File: src/rtl/reply_builder_map.vh
// Functional notes
// - read reply carries read bytes from offset 0
// - write address and count are byte aligned
// - write byte count taken from header length
// - zero reserved field only with written count
// - written count at offset 2 when capability set
// - write reply length 4 with count, else 0
// - pending reply carries the command's transaction tag
// - pending replies may repeat for one command
// - pending payload: zero reserved, timeout in ms
// - reply header copies the command's transaction tag
// - nonexistent address answered invalid-address status
`ifndef REPLY_BUILDER_MAP_VH
`define REPLY_BUILDER_MAP_VH
`define ID_READ_REQ 16'h0800
`define ID_READ_REPLY 16'h0801
`define ID_WRITE_REQ 16'h0802
`define ID_WRITE_REPLY 16'h0803
`define ID_PENDING_REPLY 16'h0805
`define ST_SUCCESS 16'h0000
`define ST_NOT_IMPL 16'h8001
`define ST_INVALID_PARAM 16'h8002
`define ST_INVALID_ADDR 16'h8003
`define WR_ADDR_BYTES 16'h0008
`define WR_REPLY_LEN_FULL 16'h0004
`define WR_REPLY_LEN_NONE 16'h0000
`define CLK_MHZ 200
`define PENDING_MARGIN_US 100
`define MS_CYCLES (`CLK_MHZ * 1000)
`endif

File: src/rtl/memory_access_reply_builder.v
`timescale 1ns/1ps
`include "reply_builder_map.vh"
module memory_access_reply_builder #(
    parameter MS_CYCLES = `MS_CYCLES,
    parameter MARGIN_CYCLES = `PENDING_MARGIN_US * `CLK_MHZ
) (
    // clock and reset
    input wire i_clk,
    input wire i_nrst,
    // capability and timing settings
    input wire i_cap_len_written,
    input wire [15:0] i_max_response_time_setting,
    input wire [15:0] i_pending_timeout_ms,
    // parsed command: common header and command payload fields
    input wire i_cmd_valid,
    output wire o_cmd_ready,
    input wire [15:0] i_cmd_id,
    input wire [15:0] i_cmd_length,
    input wire [15:0] i_transaction_tag,
    input wire [63:0] i_cmd_addr,
    input wire [15:0] i_read_length,
    // register access port, byte wide
    output reg o_mem_req,
    output reg o_mem_we,
    output reg [63:0] o_mem_addr,
    output reg [7:0] o_mem_wdata,
    input wire i_mem_done,
    input wire i_mem_err,
    input wire [7:0] i_mem_rdata,
    // write data bytes following the address field
    input wire i_wdata_valid,
    output wire o_wdata_ready,
    input wire [7:0] i_wdata,
    // reply header and payload byte stream
    output reg o_hdr_valid,
    input wire i_hdr_ready,
    output reg [15:0] o_reply_status,
    output reg [15:0] o_reply_id,
    output reg [15:0] o_reply_length,
    output reg [15:0] o_reply_tag,
    output reg o_pay_valid,
    input wire i_pay_ready,
    output reg [7:0] o_pay_data,
    output reg o_pay_last
);
    localparam S_IDLE = 3'd0;
    localparam S_ACCESS = 3'd1;
    localparam S_WAIT = 3'd2;
    localparam S_PAY = 3'd3;
    localparam S_HDR = 3'd4;
    localparam S_WRPAY = 3'd5;
    localparam S_PEND = 3'd6;
    localparam S_PENDPAY = 3'd7;

    reg [2:0] state_r;
    reg is_write_r;
    reg [15:0] total_r;
    reg [15:0] done_r;
    reg [15:0] status_r;
    reg [15:0] tag_r;
    reg [1:0] bidx_r;
    reg [31:0] tmo_r;
    reg [15:0] pend_ms_r;
    reg [31:0] limit_r;
    // access answer that arrived while a pending reply was going out
    reg seen_r;
    reg seen_err_r;
    reg [7:0] seen_byte_r;

    assign o_cmd_ready = (state_r == S_IDLE);
    assign o_wdata_ready = (state_r == S_ACCESS) && is_write_r && !o_mem_req;

    // payload byte of a four byte reply: zero pair then 16-bit value, msb first
    function [7:0] pay_byte;
        input [1:0] idx;
        input [15:0] val;
        begin
            case (idx)
                2'd2: pay_byte = val[15:8];
                2'd3: pay_byte = val[7:0];
                default: pay_byte = 8'h00;
            endcase
        end
    endfunction

    // command sequencer
    always @(posedge i_clk) begin
        if (!i_nrst) begin
            state_r <= S_IDLE;
            is_write_r <= 1'b0;
            total_r <= 16'h0000;
            done_r <= 16'h0000;
            status_r <= 16'h0000;
            tag_r <= 16'h0000;
            bidx_r <= 2'd0;
            tmo_r <= 32'h0000_0000;
            pend_ms_r <= 16'h0000;
            limit_r <= 32'h0000_0000;
            seen_r <= 1'b0;
            seen_err_r <= 1'b0;
            seen_byte_r <= 8'h00;
            o_mem_req <= 1'b0;
            o_mem_we <= 1'b0;
            o_mem_addr <= 64'h0;
            o_mem_wdata <= 8'h00;
            o_hdr_valid <= 1'b0;
            o_reply_status <= 16'h0000;
            o_reply_id <= 16'h0000;
            o_reply_length <= 16'h0000;
            o_reply_tag <= 16'h0000;
            o_pay_valid <= 1'b0;
            o_pay_data <= 8'h00;
            o_pay_last <= 1'b0;
        end else begin
            // response time watch, restarted by each pending reply
            if (state_r != S_IDLE)
                tmo_r <= tmo_r + 32'd1;
            // keep a slow access answer that lands during a pending reply
            if (o_mem_req && i_mem_done && (state_r == S_PEND || state_r == S_PENDPAY)) begin
                o_mem_req <= 1'b0;
                seen_r <= 1'b1;
                seen_err_r <= i_mem_err;
                seen_byte_r <= i_mem_rdata;
            end
            case (state_r)
                S_IDLE: begin
                    if (i_cmd_valid) begin
                        tag_r <= i_transaction_tag;
                        o_mem_addr <= i_cmd_addr;
                        done_r <= 16'h0000;
                        status_r <= `ST_SUCCESS;
                        tmo_r <= 32'h0000_0000;
                        limit_r <= i_max_response_time_setting * MS_CYCLES - MARGIN_CYCLES;
                        if (i_cmd_id == `ID_WRITE_REQ) begin
                            is_write_r <= 1'b1;
                            // stored bytes = header length minus address field
                            if (i_cmd_length < `WR_ADDR_BYTES) begin
                                total_r <= 16'h0000;
                                status_r <= `ST_INVALID_PARAM;
                            end else
                                total_r <= i_cmd_length - `WR_ADDR_BYTES;
                            state_r <= S_ACCESS;
                        end else if (i_cmd_id == `ID_READ_REQ) begin
                            is_write_r <= 1'b0;
                            total_r <= i_read_length;
                            state_r <= S_ACCESS;
                        end else begin
                            is_write_r <= 1'b0;
                            total_r <= 16'h0000;
                            status_r <= `ST_NOT_IMPL;
                            state_r <= S_HDR;
                        end
                    end
                end
                S_ACCESS: begin
                    if (tmo_r >= limit_r) begin
                        state_r <= S_PEND;
                    end else if (done_r == total_r || status_r != `ST_SUCCESS) begin
                        state_r <= S_HDR;
                    end else if (!is_write_r) begin
                        o_mem_req <= 1'b1;
                        o_mem_we <= 1'b0;
                        state_r <= S_WAIT;
                    end else if (i_wdata_valid) begin
                        // one byte per access, any byte address
                        o_mem_req <= 1'b1;
                        o_mem_we <= 1'b1;
                        o_mem_wdata <= i_wdata;
                        state_r <= S_WAIT;
                    end
                end
                S_WAIT: begin
                    if (i_mem_done || seen_r) begin
                        o_mem_req <= 1'b0;
                        seen_r <= 1'b0;
                        if (i_mem_done ? i_mem_err : seen_err_r) begin
                            status_r <= `ST_INVALID_ADDR;
                            state_r <= S_HDR;
                        end else if (is_write_r) begin
                            done_r <= done_r + 16'd1;
                            o_mem_addr <= o_mem_addr + 64'd1;
                            state_r <= S_ACCESS;
                        end else begin
                            // read byte goes straight out at payload offset done_r
                            o_pay_valid <= 1'b1;
                            o_pay_data <= i_mem_done ? i_mem_rdata : seen_byte_r;
                            o_pay_last <= (done_r + 16'd1 == total_r);
                            state_r <= S_PAY;
                        end
                    end else if (tmo_r >= limit_r) begin
                        // slow access: pending reply while the request stands
                        state_r <= S_PEND;
                    end
                end
                S_PAY: begin
                    if (i_pay_ready) begin
                        o_pay_valid <= 1'b0;
                        done_r <= done_r + 16'd1;
                        o_mem_addr <= o_mem_addr + 64'd1;
                        state_r <= S_ACCESS;
                    end
                end
                S_HDR: begin
                    if (!o_hdr_valid) begin
                        o_hdr_valid <= 1'b1;
                        o_reply_status <= status_r;
                        o_reply_tag <= tag_r;
                        if (is_write_r) begin
                            o_reply_id <= `ID_WRITE_REPLY;
                            o_reply_length <= i_cap_len_written ?
                                `WR_REPLY_LEN_FULL : `WR_REPLY_LEN_NONE;
                        end else begin
                            o_reply_id <= (status_r == `ST_NOT_IMPL) ?
                                `ID_READ_REPLY | 16'h0000 : `ID_READ_REPLY;
                            o_reply_length <= status_r == `ST_NOT_IMPL ? 16'h0000 : done_r;
                        end
                    end else if (i_hdr_ready) begin
                        o_hdr_valid <= 1'b0;
                        bidx_r <= 2'd0;
                        if (is_write_r && i_cap_len_written) begin
                            o_pay_valid <= 1'b1;
                            o_pay_data <= 8'h00;
                            o_pay_last <= 1'b0;
                            state_r <= S_WRPAY;
                        end else
                            state_r <= S_IDLE;
                    end
                end
                S_WRPAY: begin
                    // zero pair, stored count at offset 2
                    if (i_pay_ready) begin
                        bidx_r <= bidx_r + 2'd1;
                        o_pay_data <= pay_byte(bidx_r + 2'd1, done_r);
                        o_pay_last <= (bidx_r == 2'd2);
                        if (bidx_r == 2'd3) begin
                            o_pay_valid <= 1'b0;
                            state_r <= S_IDLE;
                        end
                    end
                end
                S_PEND: begin
                    if (!o_hdr_valid) begin
                        o_hdr_valid <= 1'b1;
                        o_reply_status <= `ST_SUCCESS;
                        o_reply_id <= `ID_PENDING_REPLY;
                        o_reply_length <= `WR_REPLY_LEN_FULL;
                        o_reply_tag <= tag_r;
                        pend_ms_r <= i_pending_timeout_ms;
                    end else if (i_hdr_ready) begin
                        o_hdr_valid <= 1'b0;
                        bidx_r <= 2'd0;
                        o_pay_valid <= 1'b1;
                        o_pay_data <= 8'h00;
                        o_pay_last <= 1'b0;
                        state_r <= S_PENDPAY;
                    end
                end
                S_PENDPAY: begin
                    // zero pair then timeout in ms
                    if (i_pay_ready) begin
                        bidx_r <= bidx_r + 2'd1;
                        o_pay_data <= pay_byte(bidx_r + 2'd1, pend_ms_r);
                        o_pay_last <= (bidx_r == 2'd2);
                        if (bidx_r == 2'd3) begin
                            o_pay_valid <= 1'b0;
                            // next pending reply after the new window
                            tmo_r <= 32'h0000_0000;
                            limit_r <= pend_ms_r * MS_CYCLES - MARGIN_CYCLES;
                            state_r <= (o_mem_req || seen_r) ? S_WAIT : S_ACCESS;
                        end
                    end
                end
                default: state_r <= S_IDLE;
            endcase
        end
    end
endmodule // memory_access_reply_builder

File: config.mk
export PLATFORM = sky130hd
export DESIGN_NAME = memory_access_reply_builder
export DESIGN_NICKNAME = d
export VERILOG_FILES = /design/src/rtl/memory_access_reply_builder.v
export VERILOG_INCLUDE_DIRS = /design/src /design/src/rtl
export SDC_FILE = /design/constraint.sdc
export NUM_CORES = 1
export LEC_CHECK = 0
export BUFFER_PORTS_ARGS = -buffer_cell sky130_fd_sc_hd__buf_4
export CORE_MARGIN = 2
export CORE_UTILIZATION = 61
export DETAILED_ROUTE_END_ITERATION = 12
export PLACE_DENSITY = 0.85
export SLEW_MARGIN = 0
export SYNTH_ARGS = -nofsm -noshare
export SYNTH_HDL_FRONTEND = slang
export SYNTH_SLANG_ARGS = --single-unit
File: constraint.sdc
create_clock -name i_clk -period 14.2 [get_ports i_clk]
set_input_delay 0 -clock i_clk [delete_from_list [all_inputs] [get_ports i_clk]]
set_output_delay 0 -clock i_clk [all_outputs]
set_load 0.02 [all_outputs]
After elaboration in Yosys (flattened, before gate mapping)
Cells that the tools add are included.
{"block": "totals", "output_inout_bits": 151, "elab_cells": 240, "input_bits": 185, "register_bits": 309}
{"block": "classes", "n_addsub": 7, "n_eq_ne": 41, "magnitude_cmp": 2, "bitwise_logic": 3, "muxes": 123, "mul": 2, "reduce_logical": 37}
{"operator": "16-bit two-way mux", "n": 22}
{"operator": "64-bit two-way mux", "n": 5}
{"operator": "32-bit two-way mux", "n": 7}
{"operator": "64-bit one-hot mux with 3 select lines", "n": 1}
{"operator": "16-bit one-hot mux with 2 select lines", "n": 4}
{"operator": "32-bit one-hot mux with 2 select lines", "n": 2}
{"operator": "8-bit two-way mux", "n": 11}
{"operator": "64-bit by 1-bit adder with 64-bit output (second input constant)", "n": 1}
{"operator": "32-bit by 15-bit subtractor with 32-bit output (second input constant)", "n": 2}
{"operator": "3-bit two-way mux", "n": 21}
{"operator": "16-bit by 12-bit multiplier with 26-bit output (second input constant)", "n": 2}
{"operator": "16-bit one-hot mux with 3 select lines", "n": 1}
{"operator": "8-bit one-hot mux with 5 select lines", "n": 1}
{"operator": "2-bit inequality test (second input constant)", "n": 18}
{"operator": "1-bit two-way mux", "n": 35}
{"operator": "32-bit by 1-bit adder with 32-bit output (second input constant)", "n": 1}
{"operator": "16-bit by 12-bit equality test with 1-bit output (second input constant)", "n": 2}
{"operator": "16-bit equality test", "n": 2}
{"operator": "32-bit >= comparator", "n": 1}
{"operator": "8-bit one-hot mux with 2 select lines", "n": 2}
{"operator": "3-bit one-hot mux with 8 select lines", "n": 1}
{"operator": "12-bit AND reduction", "n": 2}
{"operator": "16-bit by 1-bit adder with 16-bit output (second input constant)", "n": 1}
{"operator": "16-bit equality test (second input constant)", "n": 1}
{"operator": "33 further kinds", "n": 69}

Longest topological paths before layout
{"block": "depth", "word_depth": 9, "mapped_depth": 21, "depth_no_buf": 19}

Worst setup path before layout
Ideal clock, no wire load.
{"block": "synth_path", "path_type": "register to register", "from": "reg pend_ms_r[11]", "to": "reg limit_r[31]", "synth_period_minus_slack_ns": 5.474, "arrival_ns": 5.354, "setup_ns": 0.120, "required_ns": 14.080, "n_path_buf": 1, "stages_incl_launch_ff": 20, "slack_ns": 8.726, "cell_sequence": "dfxtp_1 -> ha_1 -> ha_1 -> inv_1 -> fa_1 -> inv_1 -> fa_1 -> inv_1 -> fa_1 -> inv_1 -> ha_1 -> clkbuf_1 -> nand4_1 -> or4b_2 -> o211ai_1 -> o211ai_1 -> or4_1 -> nor3_1 -> nor3_1 -> o31a_1"}
{"block": "synth_between", "elab_chain_cells": 5}
{"item": "from (decl)", "line_no": "memory_access_reply_builder.v:63", "source": "reg [15:0] pend_ms_r;"}
{"item": "from (signal assigned)", "line_no": "memory_access_reply_builder.v:248", "source": "pend_ms_r <= i_pending_timeout_ms;"}
{"item": "16-bit by 12-bit multiplier with 26-bit output", "line_no": "memory_access_reply_builder.v:268", "source": "limit_r <= pend_ms_r * MS_CYCLES - MARGIN_CYCLES;"}
{"item": "32-bit by 15-bit subtractor with 32-bit output", "line_no": "memory_access_reply_builder.v:268"}
{"item": "32-bit two-way mux", "line_no": "memory_access_reply_builder.v:264", "source": "if (bidx_r == 2'd3) begin"}
{"item": "32-bit two-way mux", "line_no": "memory_access_reply_builder.v:260", "source": "if (i_pay_ready) begin"}
{"item": "32-bit one-hot mux with 2 select lines", "line_no": "memory_access_reply_builder.v:125", "source": "case (state_r)"}
{"item": "to (signal assigned)", "line_no": "memory_access_reply_builder.v:133", "source": "limit_r <= i_max_response_time_setting * MS_CYCLES - MARGIN_CYCLES;"}
{"item": "to (signal assigned)", "line_no": "memory_access_reply_builder.v:268"}
{"item": "to (decl)", "line_no": "memory_access_reply_builder.v:64", "source": "reg [31:0] limit_r;"}
No other way between the ends. The select of a mux whose other input is x is not followed.
A chain may end at the register's enable or synchronous reset.

Final worst setup path
{"block": "layout_path", "from": "reg pend_ms_r[5]", "to": "reg limit_r[31]"}
The elaborated chain is that of the path after synthesis.

==> metrics.txt <==
# TYPE chip_impl_metric gauge
chip_impl_info{name="worstPathCellList",value="ha_1, ha_1, inv_1, fa_1, inv_1, fa_1, inv_1, fa_1, inv_1, ha_1, nand4_1, or4b_2, o211ai_1, o211ai_1, or4_1, nor3_1, nor3_1, o31a_1"} 1
chip_impl_metric{name="gr-total-overflow",unit=""} 0
chip_impl_metric{name="clk_pin_slew_worst_paths",unit="ns"} 0.07
chip_impl_metric{name="post_cts.resized_instances",unit=""} 0
chip_impl_metric{name="drt_first_pass_iters",unit=""} 8
chip_impl_metric{name="std_cell_rows",unit=""} 69
chip_impl_metric{name="maxSlewHeadroom",unit="%"} 5.15
chip_impl_metric{name="finalHoldViolCount",unit=""} 0
chip_impl_metric{name="synthesis.area",unit="um2"} 21900
chip_impl_metric{name="p_leak",unit="nW"} 12.2
chip_impl_metric{name="finalMaxSlewViolations",unit=""} 0
chip_impl_metric{name="postSynthAreaPerCell",unit="um2"} 7.85
chip_impl_info{name="path_delay_family",value="adder cells"} 1
chip_impl_info{name="worst_setup_path_class",value="reg2reg"} 1
chip_impl_metric{name="grt_pass1_vias",unit=""} 22600
chip_impl_metric{name="final_period_minus_worst_setup_slack",unit="ns"} 6.05
chip_impl_metric{name="die_x",unit="um"} 194
chip_impl_metric{name="pwr_density_cell",unit="nW/um2"} 164
chip_impl_metric{name="synth.distinct_cells",unit=""} 88
chip_impl_metric{name="clock_latency_at_the_later_pin_of_the_worst_skew_pair",unit="ns"} 0.57
chip_impl_metric{name="critical_path.n_buffers_inverters",unit=""} 4
chip_impl_metric{name="maxCapViolCount",unit=""} 0
chip_impl_info{name="yosys.area.top_type",value="sky130_fd_sc_hd__dfxtp_1"} 1
chip_impl_metric{name="skew",unit="ns"} 0.0281
chip_impl_metric{name="synth.top_cell.area_share",unit="%"} 24.2
chip_impl_metric{name="clkSinkCount",unit=""} 265
chip_impl_metric{name="drt_drc_violations_left",unit=""} 0
chip_impl_metric{name="synth-seq-cells",unit=""} 265
chip_impl_info{name="crit_path_start_kind",value="flip-flop"} 1
chip_impl_metric{name="post_cts_buffers",unit=""} 0
chip_impl_metric{name="finalHoldWorstSlack",unit="ns"} 0.00983
chip_impl_metric{name="synth.yosys.seq_area_share",unit="%"} 24.2
chip_impl_metric{name="cts_buffers",unit=""} 28
chip_impl_metric{name="route.vias.total",unit=""} 23000
chip_impl_metric{name="number_of_antenna_violations_at_the_first_check_in_global_routing",unit=""} 2
chip_impl_info{name="cp_common_cell",value="sky130_fd_sc_hd__inv_1"} 1
chip_impl_metric{name="clock.fmax",unit="MHz"} 165
chip_impl_metric{name="initial_util",unit="%"} 61.8
chip_impl_metric{name="core_area",unit="um2"} 35500
chip_impl_metric{name="drive_above_1_share",unit="%"} 13.8
chip_impl_metric{name="buffer_ports.inserted",unit=""} 310
chip_impl_info{name="status",value="complete, no violations"} 1
chip_impl_info{name="synth_ff_type",value="sky130_fd_sc_hd__dfxtp_1"} 1
chip_impl_metric{name="num-fill-cells",unit=""} 2486
chip_impl_info{name="ctsRootBufferMaster",value="sky130_fd_sc_hd__clkbuf_16"} 1
chip_impl_metric{name="clock_path_buffers",unit=""} 3
chip_impl_metric{name="via_per_inst",unit=""} 6.31
chip_impl_metric{name="postSynth.asyncResetShare",unit="%"} 0
chip_impl_info{name="critical_path.slowest_cell",value="sky130_fd_sc_hd__or4b_2"} 1
chip_impl_info{name="synth.top_cells.by_count",value="307 x sky130_fd_sc_hd__nand2_1, 283 x sky130_fd_sc_hd__inv_1, 265 x sky130_fd_sc_hd__dfxtp_1"} 1
chip_impl_metric{name="residual_antenna_violating_net_count_after_detailed_routing",unit=""} 0
chip_impl_metric{name="final-instance-count-excl-fill",unit=""} 3640
chip_impl_metric{name="fp.dieArea",unit="um2"} 37500
chip_impl_metric{name="detail_route.wirelength",unit="um"} 74000
chip_impl_info{name="rsz0062_at_grt",value="no"} 1
chip_impl_metric{name="timing.final.setup_violations",unit=""} 0
chip_impl_metric{name="grt_use_total",unit="%"} 38.1
chip_impl_info{name="synth.area.top_cells",value="sky130_fd_sc_hd__dfxtp_1 24%, sky130_fd_sc_hd__ha_1 13%, sky130_fd_sc_hd__fa_1 7.3%"} 1
chip_impl_metric{name="fp.dieH",unit="um"} 194
chip_impl_metric{name="pin_count_of_the_biggest_net_entering_global_routing",unit=""} 110
chip_impl_metric{name="pin_count",unit=""} 336
chip_impl_metric{name="tightest_slew",unit="ns"} 1.41
chip_impl_info{name="clock_tree_from_tritoncts",value="yes"} 1
chip_impl_metric{name="finalSetupTns",unit="ns"} 0
chip_impl_metric{name="required_worst_endpoint",unit="ns"} 14.63
chip_impl_metric{name="global_route_wire_length_before_repair",unit="um"} 118000
chip_impl_metric{name="vdd_ir_drop_max",unit="mV"} 0.132
chip_impl_metric{name="initialDrtViolationCount",unit=""} 2359
chip_impl_info{name="post-synth-top-count-cell",value="sky130_fd_sc_hd__nand2_1"} 1
chip_impl_metric{name="dp_cells",unit=""} 3434
chip_impl_info{name="critPathCaptureType",value="flip-flop"} 1
chip_impl_metric{name="synth_edf_count",unit=""} 0
chip_impl_metric{name="critPathArrivalTime",unit="ns"} 6.48
chip_impl_metric{name="gp_congestion",unit=""} 0.982
chip_impl_metric{name="crit_fanout",unit=""} 7
chip_impl_metric{name="area.growth.synth_to_final",unit="%"} 22.5
chip_impl_metric{name="synth_cells",unit=""} 2793
chip_impl_metric{name="finalCritPeriodShare",unit="%"} 42.6
chip_impl_metric{name="wire_per_inst",unit="um"} 20.3
chip_impl_info{name="hold_path_class",value="in2reg"} 1
chip_impl_metric{name="synthesis.yosys.warnings",unit=""} 0
chip_impl_metric{name="final_net_count",unit=""} 3652
chip_impl_metric{name="cp_slowest_stage_delay",unit="ns"} 0.69
chip_impl_metric{name="cts.htree.levels",unit=""} 1
chip_impl_metric{name="place.detailed.hpwl",unit="um"} 52800
worst min-delay path, stage by stage:
cell	delay (ns)
sky130_fd_sc_hd__buf_4	0.11
sky130_fd_sc_hd__nand2_1	0.05
sky130_fd_sc_hd__nand2_1	0.17
sky130_fd_sc_hd__a21oi_1	0.06
sky130_fd_sc_hd__a21oi_1	0.14
state kept, by name (all words and copies together), names as in the netlist, 2 cells and up:
name            flops
o_reply_tag        16
bidx_r              2
state_r             3
o_reply_status      3
status_r            3
pend_ms_r          16
o_reply_length     16
o_mem_addr         64
o_mem_wdata         8
total_r            16
o_pay_data          8
tag_r              16
seen_byte_r         8
tmo_r              32
o_reply_id          3
done_r             16
limit_r            27
layer usage:
layer	vias up	part of all wire [%]	global-route usage [%]
met5	-	0	0
met4	0	5.4	19.2
met3	301	8.6	5.81
met2	1335	48	65.6
met1	10800	38	46.3
li1	10500	-	-
through the flow:
stage / utilization, % / power, W / setup WS (ns) / instance area (um2)
5_1_grt: 75.7 / 0.00470 / 7.95 / 26800
6_report: 75.7 / 0.00441 / 8.15 / 26900
4_1_cts: 75.6 / 0.00433 / 8.30 / 26800
3_5_place_dp: 68.6 / 0.00347 / 8.32 / 24300
3_3_place_gp: 68.6 / 0.00339 / 8.42 / 24300
2_1_floorplan: - / 0.00280 / 8.73 / 22000
layout make-up:
class                      count  area (um2)  area share (%)
multi-input combinational   2090       14900            55.4
sequential                   265        5310            19.8
timing repair buffer         483        4010            14.9
inverter                     287        1080            4.03
clock buffer                  34         763            2.84
tap                          461         577            2.15
clock inverter                16         228           0.848
antenna                        4        10.0          0.0373
cells in the final DEF (no fill, tap or decap), types with 22 or more instances in the layout:
cell type	instances
sky130_fd_sc_hd__conb_1	25
sky130_fd_sc_hd__nand2_1	305
sky130_fd_sc_hd__a31oi_1	27
sky130_fd_sc_hd__a211oi_1	34
sky130_fd_sc_hd__nand3_1	81
sky130_fd_sc_hd__clkbuf_16	28
sky130_fd_sc_hd__a21oi_1	216
sky130_fd_sc_hd__dfxtp_1	264
sky130_fd_sc_hd__dlygate4sd3_1	152
sky130_fd_sc_hd__a221oi_1	24
sky130_fd_sc_hd__inv_1	283
sky130_fd_sc_hd__nand4_1	39
sky130_fd_sc_hd__nor2_1	227
sky130_fd_sc_hd__and3_1	41
sky130_fd_sc_hd__a21o_1	28
sky130_fd_sc_hd__buf_4	331
sky130_fd_sc_hd__fa_1	80
sky130_fd_sc_hd__o21ai_0	114
sky130_fd_sc_hd__o211ai_1	22
sky130_fd_sc_hd__ha_1	232
sky130_fd_sc_hd__nor3_1	84
sky130_fd_sc_hd__xor2_1	52
sky130_fd_sc_hd__mux2i_1	26
sky130_fd_sc_hd__xnor2_1	79
sky130_fd_sc_hd__nor4_1	27
sky130_fd_sc_hd__a22oi_1	39
report_power, final:
group | switching [W] | leakage, nW | total, W | internal [W]
Combinational | 0.00158 | 9.59 | 0.00256 | 0.000983
Clock | 0.000326 | 0.494 | 0.000800 | 0.000474
Sequential | 0.000167 | 2.16 | 0.00105 | 0.000886
Total | 0.00207 | 12.2 | 0.00441 | 0.00234
what timing repair did:
item | 4_1_cts | 5_1_grt
setup endpoints to repair | 0 | 0
hold endpoints to repair | 151 | 0
hold buffers | 152 | 0
logic make-up (layout without fill, tap and decap cells):
group	after synthesis	count (layout)	share of synthesized area [%]
DFF	265	265	24.2
adders and majority gates	312	312	20.5
muxes	28	28	1.29
and+or+nand+nor	911	911	19.4
AOI/OAI and AO/OA	683	683	20.9
buffers and inverters	462	820	8.41
other	1	29	0.0171
xor gates and xnor gates	131	131	5.23
final timing paths:
path / startpoint / end / depth (start not counted) / slack (ns)
worst min-delay path: i_cap_len_written / o_reply_length[2] / 5 / 0.01
worst max-delay path: pend_ms_r[5] / limit_r[31] / 18 / 8.15
worst min register to register: tag_r[5] / o_reply_tag[5] / 2 / 0.45
worst max register to register: pend_ms_r[5] / limit_r[31] / 18 / 8.15
No activity file was read; power rests on OpenSTA's default activity.
